==> src/rtl/cmp_irq_consts.svh <==
`ifndef CMP_IRQ_CONSTS_SVH
`define CMP_IRQ_CONSTS_SVH

// ****************************************************************
// Register byte offsets
// ****************************************************************
`define OFS_CH0_CONFIG   12'h004
`define OFS_CH1_CONFIG   12'h00C
`define OFS_CH2_CONFIG   12'h014
`define OFS_CH3_CONFIG   12'h01C
`define OFS_RESULT       12'h024
`define OFS_IRQ_ENABLE   12'h028
`define OFS_IRQ_DISABLE  12'h02C
`define OFS_MASK_STATE   12'h030
`define OFS_RAW_FLAG     12'h034
`define OFS_PENDING_FLAG 12'h038
`define OFS_CONFIG_STEP  12'h008

// ****************************************************************
// Field positions and reset values
// ****************************************************************
`define POS_SEL_LSB      0
`define NEG_SEL_LSB      4
`define SEL_W            3
`define CHAN_N           4
`define CHAN_RST         4'h0
`define SEL_RST          3'h0

`endif

==> src/rtl/cmp_irq_pkg.sv <==
package cmp_irq_pkg;
  typedef logic [3:0]  chan_vec_t;
  typedef logic [2:0]  sel_t;
  typedef logic [31:0] word_t;
endpackage : cmp_irq_pkg

==> src/rtl/comparator_result_irq_mask.sv <==
// Contract
// RQ1 - Result register shows each comparator output
// RQ2 - Bit is one when positive not below
// RQ3 - Channel inputs chosen by own select fields
// RQ4 - Software ignores reserved upper bits
// RQ5 - Enable write of one unmasks channel
// RQ6 - Disable write of one masks channel
// RQ7 - Result, enable, disable bits reset zero
// RQ8 - Mask state reads one when unmasked
// RQ9 - Raw flag shows asserting condition
// RQ10 - Pending flag set unmasked, write-one clears
// RQ11 - Zero writes no effect; IRQ ORs unmasked
//
// The APB slave port was decided locally.
`timescale 1ns/10ps
`default_nettype none
`include "cmp_irq_consts.svh"

module comparator_result_irq_mask
  import cmp_irq_pkg::*;
#(
  parameter int ADDR_W = 12
) (
  input  wire logic              CORE_CLK,
  input  wire logic              NRST,
  input  wire logic              PSEL,
  input  wire logic              PENABLE,
  input  wire logic              PWRITE,
  input  wire logic [ADDR_W-1:0] PADDR,
  input  wire logic [31:0]       PWDATA,
  output var  logic [31:0]       PRDATA,
  output var  logic              PREADY,
  output var  logic              PSLVERR,
  input  wire logic [3:0]        CMP_IN,
  output var  logic [11:0]       POS_SEL,
  output var  logic [11:0]       NEG_SEL,
  output var  logic              IRQ
);

  // ****************************************************************
  // Comparator output synchroniser
  // ****************************************************************
  chan_vec_t sync1_ff;
  chan_vec_t res_ff;
  chan_vec_t res_prev_ff;

  always_ff @(posedge CORE_CLK or negedge NRST) begin
    if (!NRST) begin
      sync1_ff    <= `CHAN_RST;
      res_ff      <= `CHAN_RST;
      res_prev_ff <= `CHAN_RST;
    end else begin
      sync1_ff    <= CMP_IN;
      res_ff      <= sync1_ff;                                   // RQ2
      res_prev_ff <= res_ff;
    end
  end

  // ****************************************************************
  // Bus decode
  // ****************************************************************
  function automatic logic hit(input logic [ADDR_W-1:0] a,
                               input logic [11:0]       ofs);
    hit = (a == ofs[ADDR_W-1:0]);
  endfunction : hit

  logic       pready_ff;
  logic       setup;
  logic       wr_en;
  logic       wr_ier;
  logic       wr_idr;
  logic       wr_clr;
  logic [3:0] wr_cfg;
  logic       mapped;

  assign setup  = PSEL & ~PENABLE & ~pready_ff;
  assign wr_en  = PSEL & PENABLE & PWRITE & pready_ff;
  assign wr_ier = wr_en & hit(PADDR, `OFS_IRQ_ENABLE);
  assign wr_idr = wr_en & hit(PADDR, `OFS_IRQ_DISABLE);
  assign wr_clr = wr_en & hit(PADDR, `OFS_PENDING_FLAG);

  genvar g;
  generate
    for (g = 0; g < `CHAN_N; g++) begin : g_cfg_dec
      localparam logic [11:0] CFG_OFS =
        12'(`OFS_CH0_CONFIG + g * `OFS_CONFIG_STEP);
      assign wr_cfg[g] = wr_en & hit(PADDR, CFG_OFS);
    end
  endgenerate

  assign mapped = hit(PADDR, `OFS_CH0_CONFIG) | hit(PADDR, `OFS_CH1_CONFIG)
                | hit(PADDR, `OFS_CH2_CONFIG) | hit(PADDR, `OFS_CH3_CONFIG)
                | hit(PADDR, `OFS_RESULT)     | hit(PADDR, `OFS_IRQ_ENABLE)
                | hit(PADDR, `OFS_IRQ_DISABLE) | hit(PADDR, `OFS_MASK_STATE)
                | hit(PADDR, `OFS_RAW_FLAG)   | hit(PADDR, `OFS_PENDING_FLAG);

  // ****************************************************************
  // Channel input selection
  // ****************************************************************
  logic [11:0] pos_ff;
  logic [11:0] neg_ff;
  logic [11:0] nxt_pos;
  logic [11:0] nxt_neg;

  generate
    for (g = 0; g < `CHAN_N; g++) begin : g_sel
      assign nxt_pos[g*3 +: 3] = wr_cfg[g] ?                       // RQ3
        PWDATA[`POS_SEL_LSB +: `SEL_W] : pos_ff[g*3 +: 3];
      assign nxt_neg[g*3 +: 3] = wr_cfg[g] ?                       // RQ3
        PWDATA[`NEG_SEL_LSB +: `SEL_W] : neg_ff[g*3 +: 3];
    end
  endgenerate

  // ****************************************************************
  // Mask, pending flags and interrupt
  // ****************************************************************
  chan_vec_t mask_ff;
  chan_vec_t pend_ff;
  chan_vec_t nxt_mask;
  chan_vec_t nxt_pend;
  chan_vec_t rise;
  logic      irq_ff;

  assign rise     = res_ff & ~res_prev_ff;                         // RQ9
  assign nxt_mask = (mask_ff | ({4{wr_ier}} & PWDATA[3:0]))       // RQ5 RQ11
                  & ~({4{wr_idr}} & PWDATA[3:0]);                  // RQ6
  // Set wins over a clear in the same cycle
  assign nxt_pend = (pend_ff & ~({4{wr_clr}} & PWDATA[3:0]))      // RQ10
                  | (rise & mask_ff);

  // ****************************************************************
  // Read data
  // ****************************************************************
  word_t rd_mux;

  always_comb begin
    rd_mux = 32'h0000_0000;
    for (int i = 0; i < `CHAN_N; i++) begin
      if (hit(PADDR, 12'(`OFS_CH0_CONFIG + i * `OFS_CONFIG_STEP))) begin
        rd_mux[`POS_SEL_LSB +: `SEL_W] = pos_ff[i*3 +: 3];
        rd_mux[`NEG_SEL_LSB +: `SEL_W] = neg_ff[i*3 +: 3];
      end
    end
    if (hit(PADDR, `OFS_RESULT))       rd_mux[3:0] = res_ff;      // RQ1
    if (hit(PADDR, `OFS_MASK_STATE))   rd_mux[3:0] = mask_ff;     // RQ8
    if (hit(PADDR, `OFS_RAW_FLAG))     rd_mux[3:0] = res_ff;      // RQ9
    if (hit(PADDR, `OFS_PENDING_FLAG)) rd_mux[3:0] = pend_ff;
  end

  // ****************************************************************
  // Registers
  // ****************************************************************
  always_ff @(posedge CORE_CLK or negedge NRST) begin
    if (!NRST) begin
      pready_ff <= 1'b0;
      PRDATA    <= 32'h0000_0000;
      PSLVERR   <= 1'b0;
      pos_ff    <= {`CHAN_N{`SEL_RST}};
      neg_ff    <= {`CHAN_N{`SEL_RST}};
      mask_ff   <= `CHAN_RST;                                      // RQ7
      pend_ff   <= `CHAN_RST;
      irq_ff    <= 1'b0;
    end else begin
      pready_ff <= setup;
      PRDATA    <= (setup & ~PWRITE) ? rd_mux : 32'h0000_0000;
      PSLVERR   <= setup & ~mapped;
      pos_ff    <= nxt_pos;
      neg_ff    <= nxt_neg;
      mask_ff   <= nxt_mask;
      pend_ff   <= nxt_pend;
      irq_ff    <= |(pend_ff & mask_ff);                           // RQ11
    end
  end

  assign PREADY  = pready_ff;
  assign POS_SEL = pos_ff;
  assign NEG_SEL = neg_ff;
  assign IRQ     = irq_ff;
endmodule : comparator_result_irq_mask

`default_nettype wire

==> config.mk <==
export PLATFORM = sky130hd
export DESIGN_NAME = comparator_result_irq_mask
export DESIGN_NICKNAME = d
export VERILOG_FILES = /design/src/rtl/cmp_irq_pkg.sv /design/src/rtl/comparator_result_irq_mask.sv
export VERILOG_INCLUDE_DIRS = /design/src /design/src/rtl
export SDC_FILE = /design/constraint.sdc
export NUM_CORES = 1
export LEC_CHECK = 0
export BUFFER_PORTS_ARGS = -buffer_cell sky130_fd_sc_hd__buf_2
export CAP_MARGIN = 15
export CORE_MARGIN = 4
export CORE_UTILIZATION = 45
export CTS_CLUSTER_DIAMETER = 30
export DETAILED_ROUTE_END_ITERATION = 10
export GPL_ROUTABILITY_DRIVEN = 0
export GPL_TIMING_DRIVEN = 0
export MAX_ROUTING_LAYER = met4
export PLACE_DENSITY_LB_ADDON = 0.3
export SYNTH_ARGS = -nofsm -noshare
export SYNTH_HDL_FRONTEND = slang
export SYNTH_SLANG_ARGS = --single-unit
==> constraint.sdc <==
create_clock -name CORE_CLK -period 2.3 [get_ports CORE_CLK]
set_clock_uncertainty 0.15 [all_clocks]
set_input_delay 0.46 -clock CORE_CLK [delete_from_list [all_inputs] [get_ports CORE_CLK]]
set_output_delay 0.46 -clock CORE_CLK [all_outputs]
set_load 0.1 [all_outputs]
==> results of run 1 <==
-- worst min-delay path by stage --
stage	to	slack, ns	from	cells after the start
floorplan	IRQ	0.01	NRST	0
global placement	res_ff[2]	0.18	sync1_ff[2]	0
detailed placement	res_ff[1]	0.18	sync1_ff[1]	0
CTS	sync1_ff[1]	0.11	CMP_IN[1]	1
global route	sync1_ff[2]	0.10	CMP_IN[2]	1
finish	sync1_ff[0]	0.12	CMP_IN[0]	1
-- state kept, by name, indices dropped and copies added, names as in the netlist --
| signal | cells |
|---|---|
| IRQ | 1 |
| POS_SEL | 12 |
| res_prev_ff | 4 |
| PREADY | 1 |
| pend_ff | 4 |
| NEG_SEL | 12 |
| sync1_ff | 4 |
| PRDATA | 7 |
| res_ff | 4 |
| mask_ff | 4 |
| PSLVERR | 1 |
-- layer usage --
layer | wire length (µm) | track usage | up-vias
met3 | 427 | 0.0526 | 4
met4 | 40 | 0.0357 | 0
li1 | - | - | 869
met1 | 2340 | 0.216 | 878
met2 | 2680 | 0.268 | 75
met5 | 0 | - | -
-- repair_timing --
action,4_1_cts,5_1_grt
endpoints found under the hold margin,0,16
endpoints found under the setup margin,0,4
hold buffers,0,1
-- final cells by class --
| cell class | instances | area, µm² |
|---|---|---|
| Sequential cell | 54 | 1350 |
| Multi-Input combinational cell | 139 | 1020 |
| Buffer | 33 | 221 |
| Fill cell | 464 | 2340 |
| Inverter | 6 | 22.5 |
| Timing Repair Buffer | 62 | 330 |
| Clock buffer | 7 | 86.3 |
| Tap cell | 72 | 90.1 |
-- cell usage in the layout (no fill, tap or decap), types with 2 or more instances in the layout --
| master | instances |
|---|---|
| nand2b_1 | 2 |
| clkbuf_1 | 6 |
| mux4_2 | 4 |
| o21ai_0 | 5 |
| and3_1 | 3 |
| mux2i_1 | 4 |
| nand3_2 | 2 |
| or3_1 | 2 |
| a211oi_1 | 2 |
| a311o_1 | 2 |
| nand3_1 | 9 |
| o31ai_1 | 2 |
| nor2b_1 | 4 |
| dfrtp_1 | 53 |
| buf_2 | 63 |
| nor3_1 | 2 |
| nand2_1 | 13 |
| o2bb2ai_1 | 5 |
| a21oi_1 | 3 |
| buf_4 | 25 |
| nor2_1 | 7 |
| a22oi_1 | 4 |
| inv_1 | 6 |
| clkbuf_8 | 6 |
| mux2_2 | 24 |
| conb_1 | 25 |
-- logic make-up after synthesis --
family | share of synthesized area
AO/OA/AOI/OAI | 0.0796
buffers and inverters | 0.0964
flip-flops | 0.534
multiplexers | 0.158
other | 0.00148
AND/OR/NAND/NOR | 0.130
-- where the power goes --
part | switching, W | leakage [nW] | internal (W)
registers | 0.00000585 | 0.677 | 0.000961
logic | 0.000267 | 0.929 | 0.0000703
clock network | 0.000273 | 0.0443 | 0.000239
-- stage by stage --
| step | area, µm² | cells | setup TNS [ns] | util |
|---|---|---|---|---|
| floorplan | 2620 | 232 | 0 | - |
| global placement | 3010 | 364 | -4.11 | 0.550 |
| detailed placement | 3010 | 364 | -4.43 | 0.550 |
| CTS | 3100 | 371 | 0 | 0.566 |
| global route | 3130 | 373 | 0 | 0.572 |
| finish | 3130 | 373 | 0 | 0.572 |
==> results.cfg, run 1 <==
[setup_path]
critPathLaunch = PADDR[7]
worstReg2RegEnd = POS_SEL[11]
cp_slowest_stage_delay_ns = 0.65
crit_family = simple AND/OR/NAND/NOR gates
reg2reg_depth = 5
crit_chain = buf_2 > or4b_1 > nor4_4 > mux2_2
path_class = in -> reg
endpoint = POS_SEL[7]
cp_slowest_cell = or4b_1
arrival_ns = 2.24
cp-start-kind = primary input
worst_setup_path_end_kind = flop
r2r-start = PREADY
path_buf_inv = 1
cp.depth = 4
crit_required_ns = 2.33
path_max_fanout = 6
reg2reg_slack_ns = 0.35

[yosys]
yosys.area.top_type = dfrtp_1
syn_inst = 208
netlist.area_leader.share = 0.534
ys_types = 40
synth-seq-cells = 54
yosysWarnings = 0
avgSynthCellArea_um2 = 12.2
synth-seq-area-share = 0.534
ys_top_cells_by_area = dfrtp_1 53%, mux2_2 11%, buf_4 7.4%
synth-edff-count = 0
synth.most_common_cell = dfrtp_1
synthTopCellsByCount = 54 x dfrtp_1, 25 x buf_4, 24 x mux2_2
async_reset_ff_frac = 1.00
netlist_area_um2 = 2530
synthFlopType = dfrtp_1

[pwr]
finalPower_w = 0.00182
power_density_nw_per_um2 = 581
p_leak_nw = 1.65
peakVddDrop_v = 0.000414

[sta]
setup_ws_ns = 0.0927
setup_violations = 0
fmax_mhz = 453
max_slew_margin = 0.492
hold_viol = 0
fin_crit_sh = 0.960
slew_viol_final = 0
tightest_slew_ns = 0.760
hold-worst-slack_ns = 0.117
fin_crit_ns = 2.21
rsz0062_at_grt = false

[clock_tree]
tritoncts = built
cts_root_buf = clkbuf_8
clock_sinks = 54
cts_resized = 0
max-clock-path-buffers = 2
numCtsBuffers = 5
clkLatencyLatePin_ns = 0.30
clk_pin_slew_ns = 0.08
cts_setup_buffers = 0
htree_levels = 2

[grt]
grt_overflow = 0
grt_antenna_before_repair = 0
grt_usage = 0.169
grt_max_degree = 55
grt_pass1_wl_um = 9230
first_global_vias = 1841

[final_layout]
diodes = 0
final_nets = 354
syn_to_final_growth_pct = 23.6
drive_above_1_share = 0.445

[detailed_routing]
vias = 1826
antenna_left = 0
wire_per_inst_um = 14.7
wl_um = 5480
drt_first_iter_violations = 122
via_per_inst = 4.90
drt_first_pass_iters = 4
drc = 0

[min_path]
hold_path_class = in -> reg

[die]
dieHeight_um = 83.0
coreArea_um2 = 5470
num_rows = 27
die_w_um = 83.0
dieArea_um2 = 6890
start_util = 0.462
ios = 112

[place]
port_buffers = 60
pre_cts_ws_ns = -0.241
dpl.hpwl_um = 4110

[run_status]
status = completed

[flow_run]
drv_cap = 0
No activity file was read; power rests on OpenSTA's default activity.
==> run 2, diff against run 1 <==
PLACE_DENSITY = 0.82   (was not set)
PLACE_DENSITY_LB_ADDON = not set   (was 0.3)
==> results.cfg, run 2 (synthesis gave the netlist of run 1 again) <==
[run_status]
status = completed

[pwr]
switching_power_w = 0.000577
swShare = 0.310
finalPower_w = 0.00186
peakVddDrop_v = 0.000336
power_density_nw_per_um2 = 592
p_leak_nw = 1.65
p_clk_frac = 0.297
p_seq_frac = 0.521
internal_power_w = 0.00128
p_comb_frac = 0.182

[sta]
hold_viol = 0
fmax_mhz = 443
max_slew_margin = 0.482
slew_viol_final = 0
fin_setup_tns_ns = 0
fin_crit_sh = 0.981
tightest_slew_ns = 0.775
fin_crit_ns = 2.26
setup_violations = 0
rsz0062_at_grt = false

[detailed_routing]
drt_first_iter_violations = 194
via_per_inst = 5.07
wire_per_inst_um = 15.0
wl_um = 5610
drc = 0
antenna_left = 0
vias = 1895
drt_first_pass_iters = 4

[grt]
grt_usage = 0.169
grt_pass1_wl_um = 9140
met1_usage = 0.218
use_met2 = 0.261
grtUsageMet3 = 0.0397
grt_antenna_before_repair = 0
gr-max-usage-layer = met2
first_global_vias = 1836
grt_max_degree = 55
grt_overflow = 0

[setup_path]
reg2reg_depth = 5
reg2reg_slack_ns = 0.35
worst_setup_path_end_kind = flop
path_class = in -> reg
cp-start-kind = primary input
arrival_ns = 2.30
worstReg2RegEnd = NEG_SEL[9]
path_max_fanout = 6
r2r-start = PREADY
crit_required_ns = 2.34

[clock_tree]
cts_root_buf = clkbuf_8
clk_pin_slew_ns = 0.09
max-clock-path-buffers = 2
clock_sinks = 54
htree_levels = 2
numCtsBuffers = 5
cts_resized = 0
clkLatencyLatePin_ns = 0.30
tritoncts = built

[final_layout]
diodes = 0
mostFrequentLayoutCells = 63 x buf_2, 53 x dfrtp_1, 25 x buf_4, 25 x conb_1, 24 x mux2_2
mostFrequentLayoutCell = buf_2
final_nets = 354
syn_to_final_growth_pct = 24.0
drive_above_1_share = 0.447

[die]
coreArea_um2 = 5470
die_w_um = 83.0
start_util = 0.462
ios = 112
num_rows = 27
dieArea_um2 = 6890
dieHeight_um = 83.0

[min_path]
min_to = sync1_ff[1]
worstHoldPathCells = 1
hold_path_class = in -> reg
hold_path.startpoint = CMP_IN[1]

[place]
port_buffers = 60
dpl.hpwl_um = 4240

[flow_run]
drv_cap = 0
==> run 2: power groups by stage <==
stage | combinational [W] | sequential [W] | clock, W
5_1_grt | 0.000356 | 0.000969 | 0.000610
3_3_place_gp | 0.000328 | 0.000986 | 0
4_1_cts | 0.000331 | 0.000968 | 0.000564
6_report | 0.000338 | 0.000968 | 0.000552
3_5_place_dp | 0.000331 | 0.000987 | 0
2_1_floorplan | 0.000251 | 0.00100 | 0
==> run 2: worst max-delay path by stage <==
stage | start | to | slack (ns) | cells past startpoint
2_1_floorplan | PADDR[9] | NEG_SEL[7] | 0.06 | 4
3_3_place_gp | PADDR[9] | NEG_SEL[6] | -0.22 | 5
3_5_place_dp | PADDR[9] | NEG_SEL[7] | -0.26 | 5
4_1_cts | PADDR[9] | NEG_SEL[7] | 0.05 | 5
5_1_grt | PADDR[9] | NEG_SEL[7] | 0.02 | 5
6_report | PADDR[9] | NEG_SEL[7] | 0.04 | 5
==> run 2: layout make-up <==
cell class / instances / area, µm²
Sequential cell: 54 / 1350
Clock buffer: 7 / 86.3
Tap cell: 72 / 90.1
Inverter: 6 / 22.5
Timing Repair Buffer: 62 / 330
Buffer: 33 / 221
Multi-Input combinational cell: 139 / 1020
Fill cell: 488 / 2340
Clock inverter: 1 / 8.76
==> run 2: metrics by stage <==
stage,cell area [µm²],cells,hold slack [ns],util,worst slack (ns)
final,3140,374,0.106,0.573,0.0432
after global routing,3140,374,0.0914,0.573,0.0190
after CTS,3110,372,0.0986,0.568,0.0483
after detailed placement,3010,364,0.186,0.550,-0.257
after global placement,3010,364,0.185,0.550,-0.223
after floorplan,2620,232,0.0144,-,0.0576
==> run 2: critical path: stages <==
cell and delay (ns):
buf_2 0.10, or4_4 0.55, or2_4 0.28, nor4_4 0.50
mux2_2 0.40
==> run 2: repair_timing <==
| item | in CTS | in global routing |
|---|---|---|
| setup endpoints to repair | 0 | 0 |
| hold buffers | 0 | 1 |
| setup buffers | 0 | 0 |
| endpoints found under the hold margin | 0 | 11 |
==> run 2: metal layers <==
layer	vias up	share of wire
met5	-	0
met4	0	0.018
met3	11	0.067
met2	99	0.49
met1	914	0.43
li1	871	-
==> run 3, diff against run 2 <==
REMOVE_ABC_BUFFERS = 1   (was not set)
==> results.cfg, run 3 (synthesis gave the netlist of run 1 again) <==
[pwr]
internal_power_w = 0.00121
p_comb_frac = 0.170
finalPower_w = 0.00176
switching_power_w = 0.000552
swShare = 0.313
p_leak_nw = 1.50
p_clk_frac = 0.280
peakVddDrop_v = 0.000350
p_seq_frac = 0.549
power_density_nw_per_um2 = 604

[sta]
rsz0062_at_grt = false
fin_crit_sh = 0.998
setup_ws_ns = 0.00414
fmax_mhz = 436
hold_viol = 23
tightest_slew_ns = 0.732
slew_viol_final = 0
max_slew_margin = 0.510
setup_violations = 0
hold-worst-slack_ns = -0.0276
fin_crit_ns = 2.30

[min_path]
hold_path_class = in -> async

[die]
coreArea_um2 = 5470
ios = 112
dieArea_um2 = 6890
num_rows = 27
start_util = 0.462
dieHeight_um = 83.0
die_w_um = 83.0

[final_layout]
final_nets = 322
multiInputGateArea_um2 = 1040
regArea_um2 = 1350
syn_to_final_growth_pct = 15.2
final_area_um2 = 2910
mostFrequentLayoutCells = 61 x buf_2, 54 x dfrtp_1, 25 x conb_1
fin_util = 0.532
mostFrequentLayoutCell = buf_2
drive_above_1_share = 0.405
fillers = 481
diodes = 0

[clock_tree]
max-clock-path-buffers = 2
htree_levels = 2
clk_pin_slew_ns = 0.09
numCtsBuffers = 5
cts_root_buf = clkbuf_8
holdBufCountCts = 0
tritoncts = built
clkLatencyLatePin_ns = 0.30
clock_sinks = 54

[detailed_routing]
drt_first_iter_violations = 113
antenna_left = 0
vias = 1806
drc = 0
wire_per_inst_um = 16.2
drt_first_pass_iters = 4
via_per_inst = 5.30
wl_um = 5520

[grt]
first_global_vias = 1818
grt_antenna_before_repair = 0
grt_usage = 0.168
grt_pass1_wl_um = 9010
grt_overflow = 0
grt_max_degree = 55

[place]
pre_cts_ws_ns = -0.929
dpl.hpwl_um = 4080
port_buffers = 61
dpl_cell_area_um2 = 2790

[setup_path]
worst_setup_path_end_kind = flop
reg2reg_slack_ns = 0.20
cp-start-kind = primary input
crit_chain = buf_2 > or4_4 > nor3_4 > and3_2 > mux2_2
crit_family = simple AND/OR/NAND/NOR gates
path_class = in -> reg
cp_slowest_stage_delay_ns = 0.56
cp_slowest_cell = or4_4
path_max_fanout = 11
path_buf_inv = 1
crit_required_ns = 2.34
arrival_ns = 2.34

[flow_run]
drv_cap = 0

[run_status]
violations = negative hold slack
status = complete, but fails checks
run 3: cell count changes in the layout (fill, tap and decap cells not counted), sizes merged:
cell / before / now
dlygate4sd3: 1 / 0
clkinvlp: 0 / 1
buf: 89 / 63
clkbuf: 12 / 6
inv: 7 / 6
run 3: worst paths after layout:
path / start / to / cells after the start
max in group asynchronous: NRST / pend_ff[1] / 2
worst max-delay path: PADDR[9] / POS_SEL[3] / 5
worst min-delay path: NRST / PRDATA[6] / 1
min in group CORE_CLK: CMP_IN[3] / sync1_ff[3] / 1
worst min register to register: sync1_ff[1] / res_ff[1] / 0
worst max register to register: PREADY / POS_SEL[3] / 4
run 3: routing by layer:
| layer | track usage | share of wire |
|---|---|---|
| met5 | - | 0 |
| met4 | 0.0565 | 0.019 |
| met3 | 0.0516 | 0.076 |
| met2 | 0.254 | 0.48 |
| met1 | 0.217 | 0.42 |
run 3: cell type report:
cell class,instances,area share
sequential,54,0.464
multi-input combinational,139,0.356
timing repair buffer,63,0.114
tap,72,0.0309
clock buffer,6,0.0249
inverter,6,0.00773
clock inverter,1,0.00258
run 3: timing repair:
action / CTS / global route
setup endpoints to repair: 26 / 6
gates resized for setup: 3 / 0
pin swaps: 0 / 1
setup buffers: 0 / 1
run 3: power by group through the flow:
stage / logic (W) / clock network, W / registers, W
global placement: 0.000292 / 0 / 0.000986
global route: 0.000315 / 0.000559 / 0.000970
detailed placement: 0.000294 / 0 / 0.000987
CTS: 0.000295 / 0.000515 / 0.000968
floorplan: 0.000209 / 0 / 0.00100
finish: 0.000300 / 0.000493 / 0.000968
run 3: stage by stage:
stage / std cells / setup TNS (ns)
after floorplan: 199 / -11.93
after global placement: 332 / -19.71
after detailed placement: 332 / -20.05
after CTS: 339 / 0
after global routing: 341 / 0
final: 341 / 0
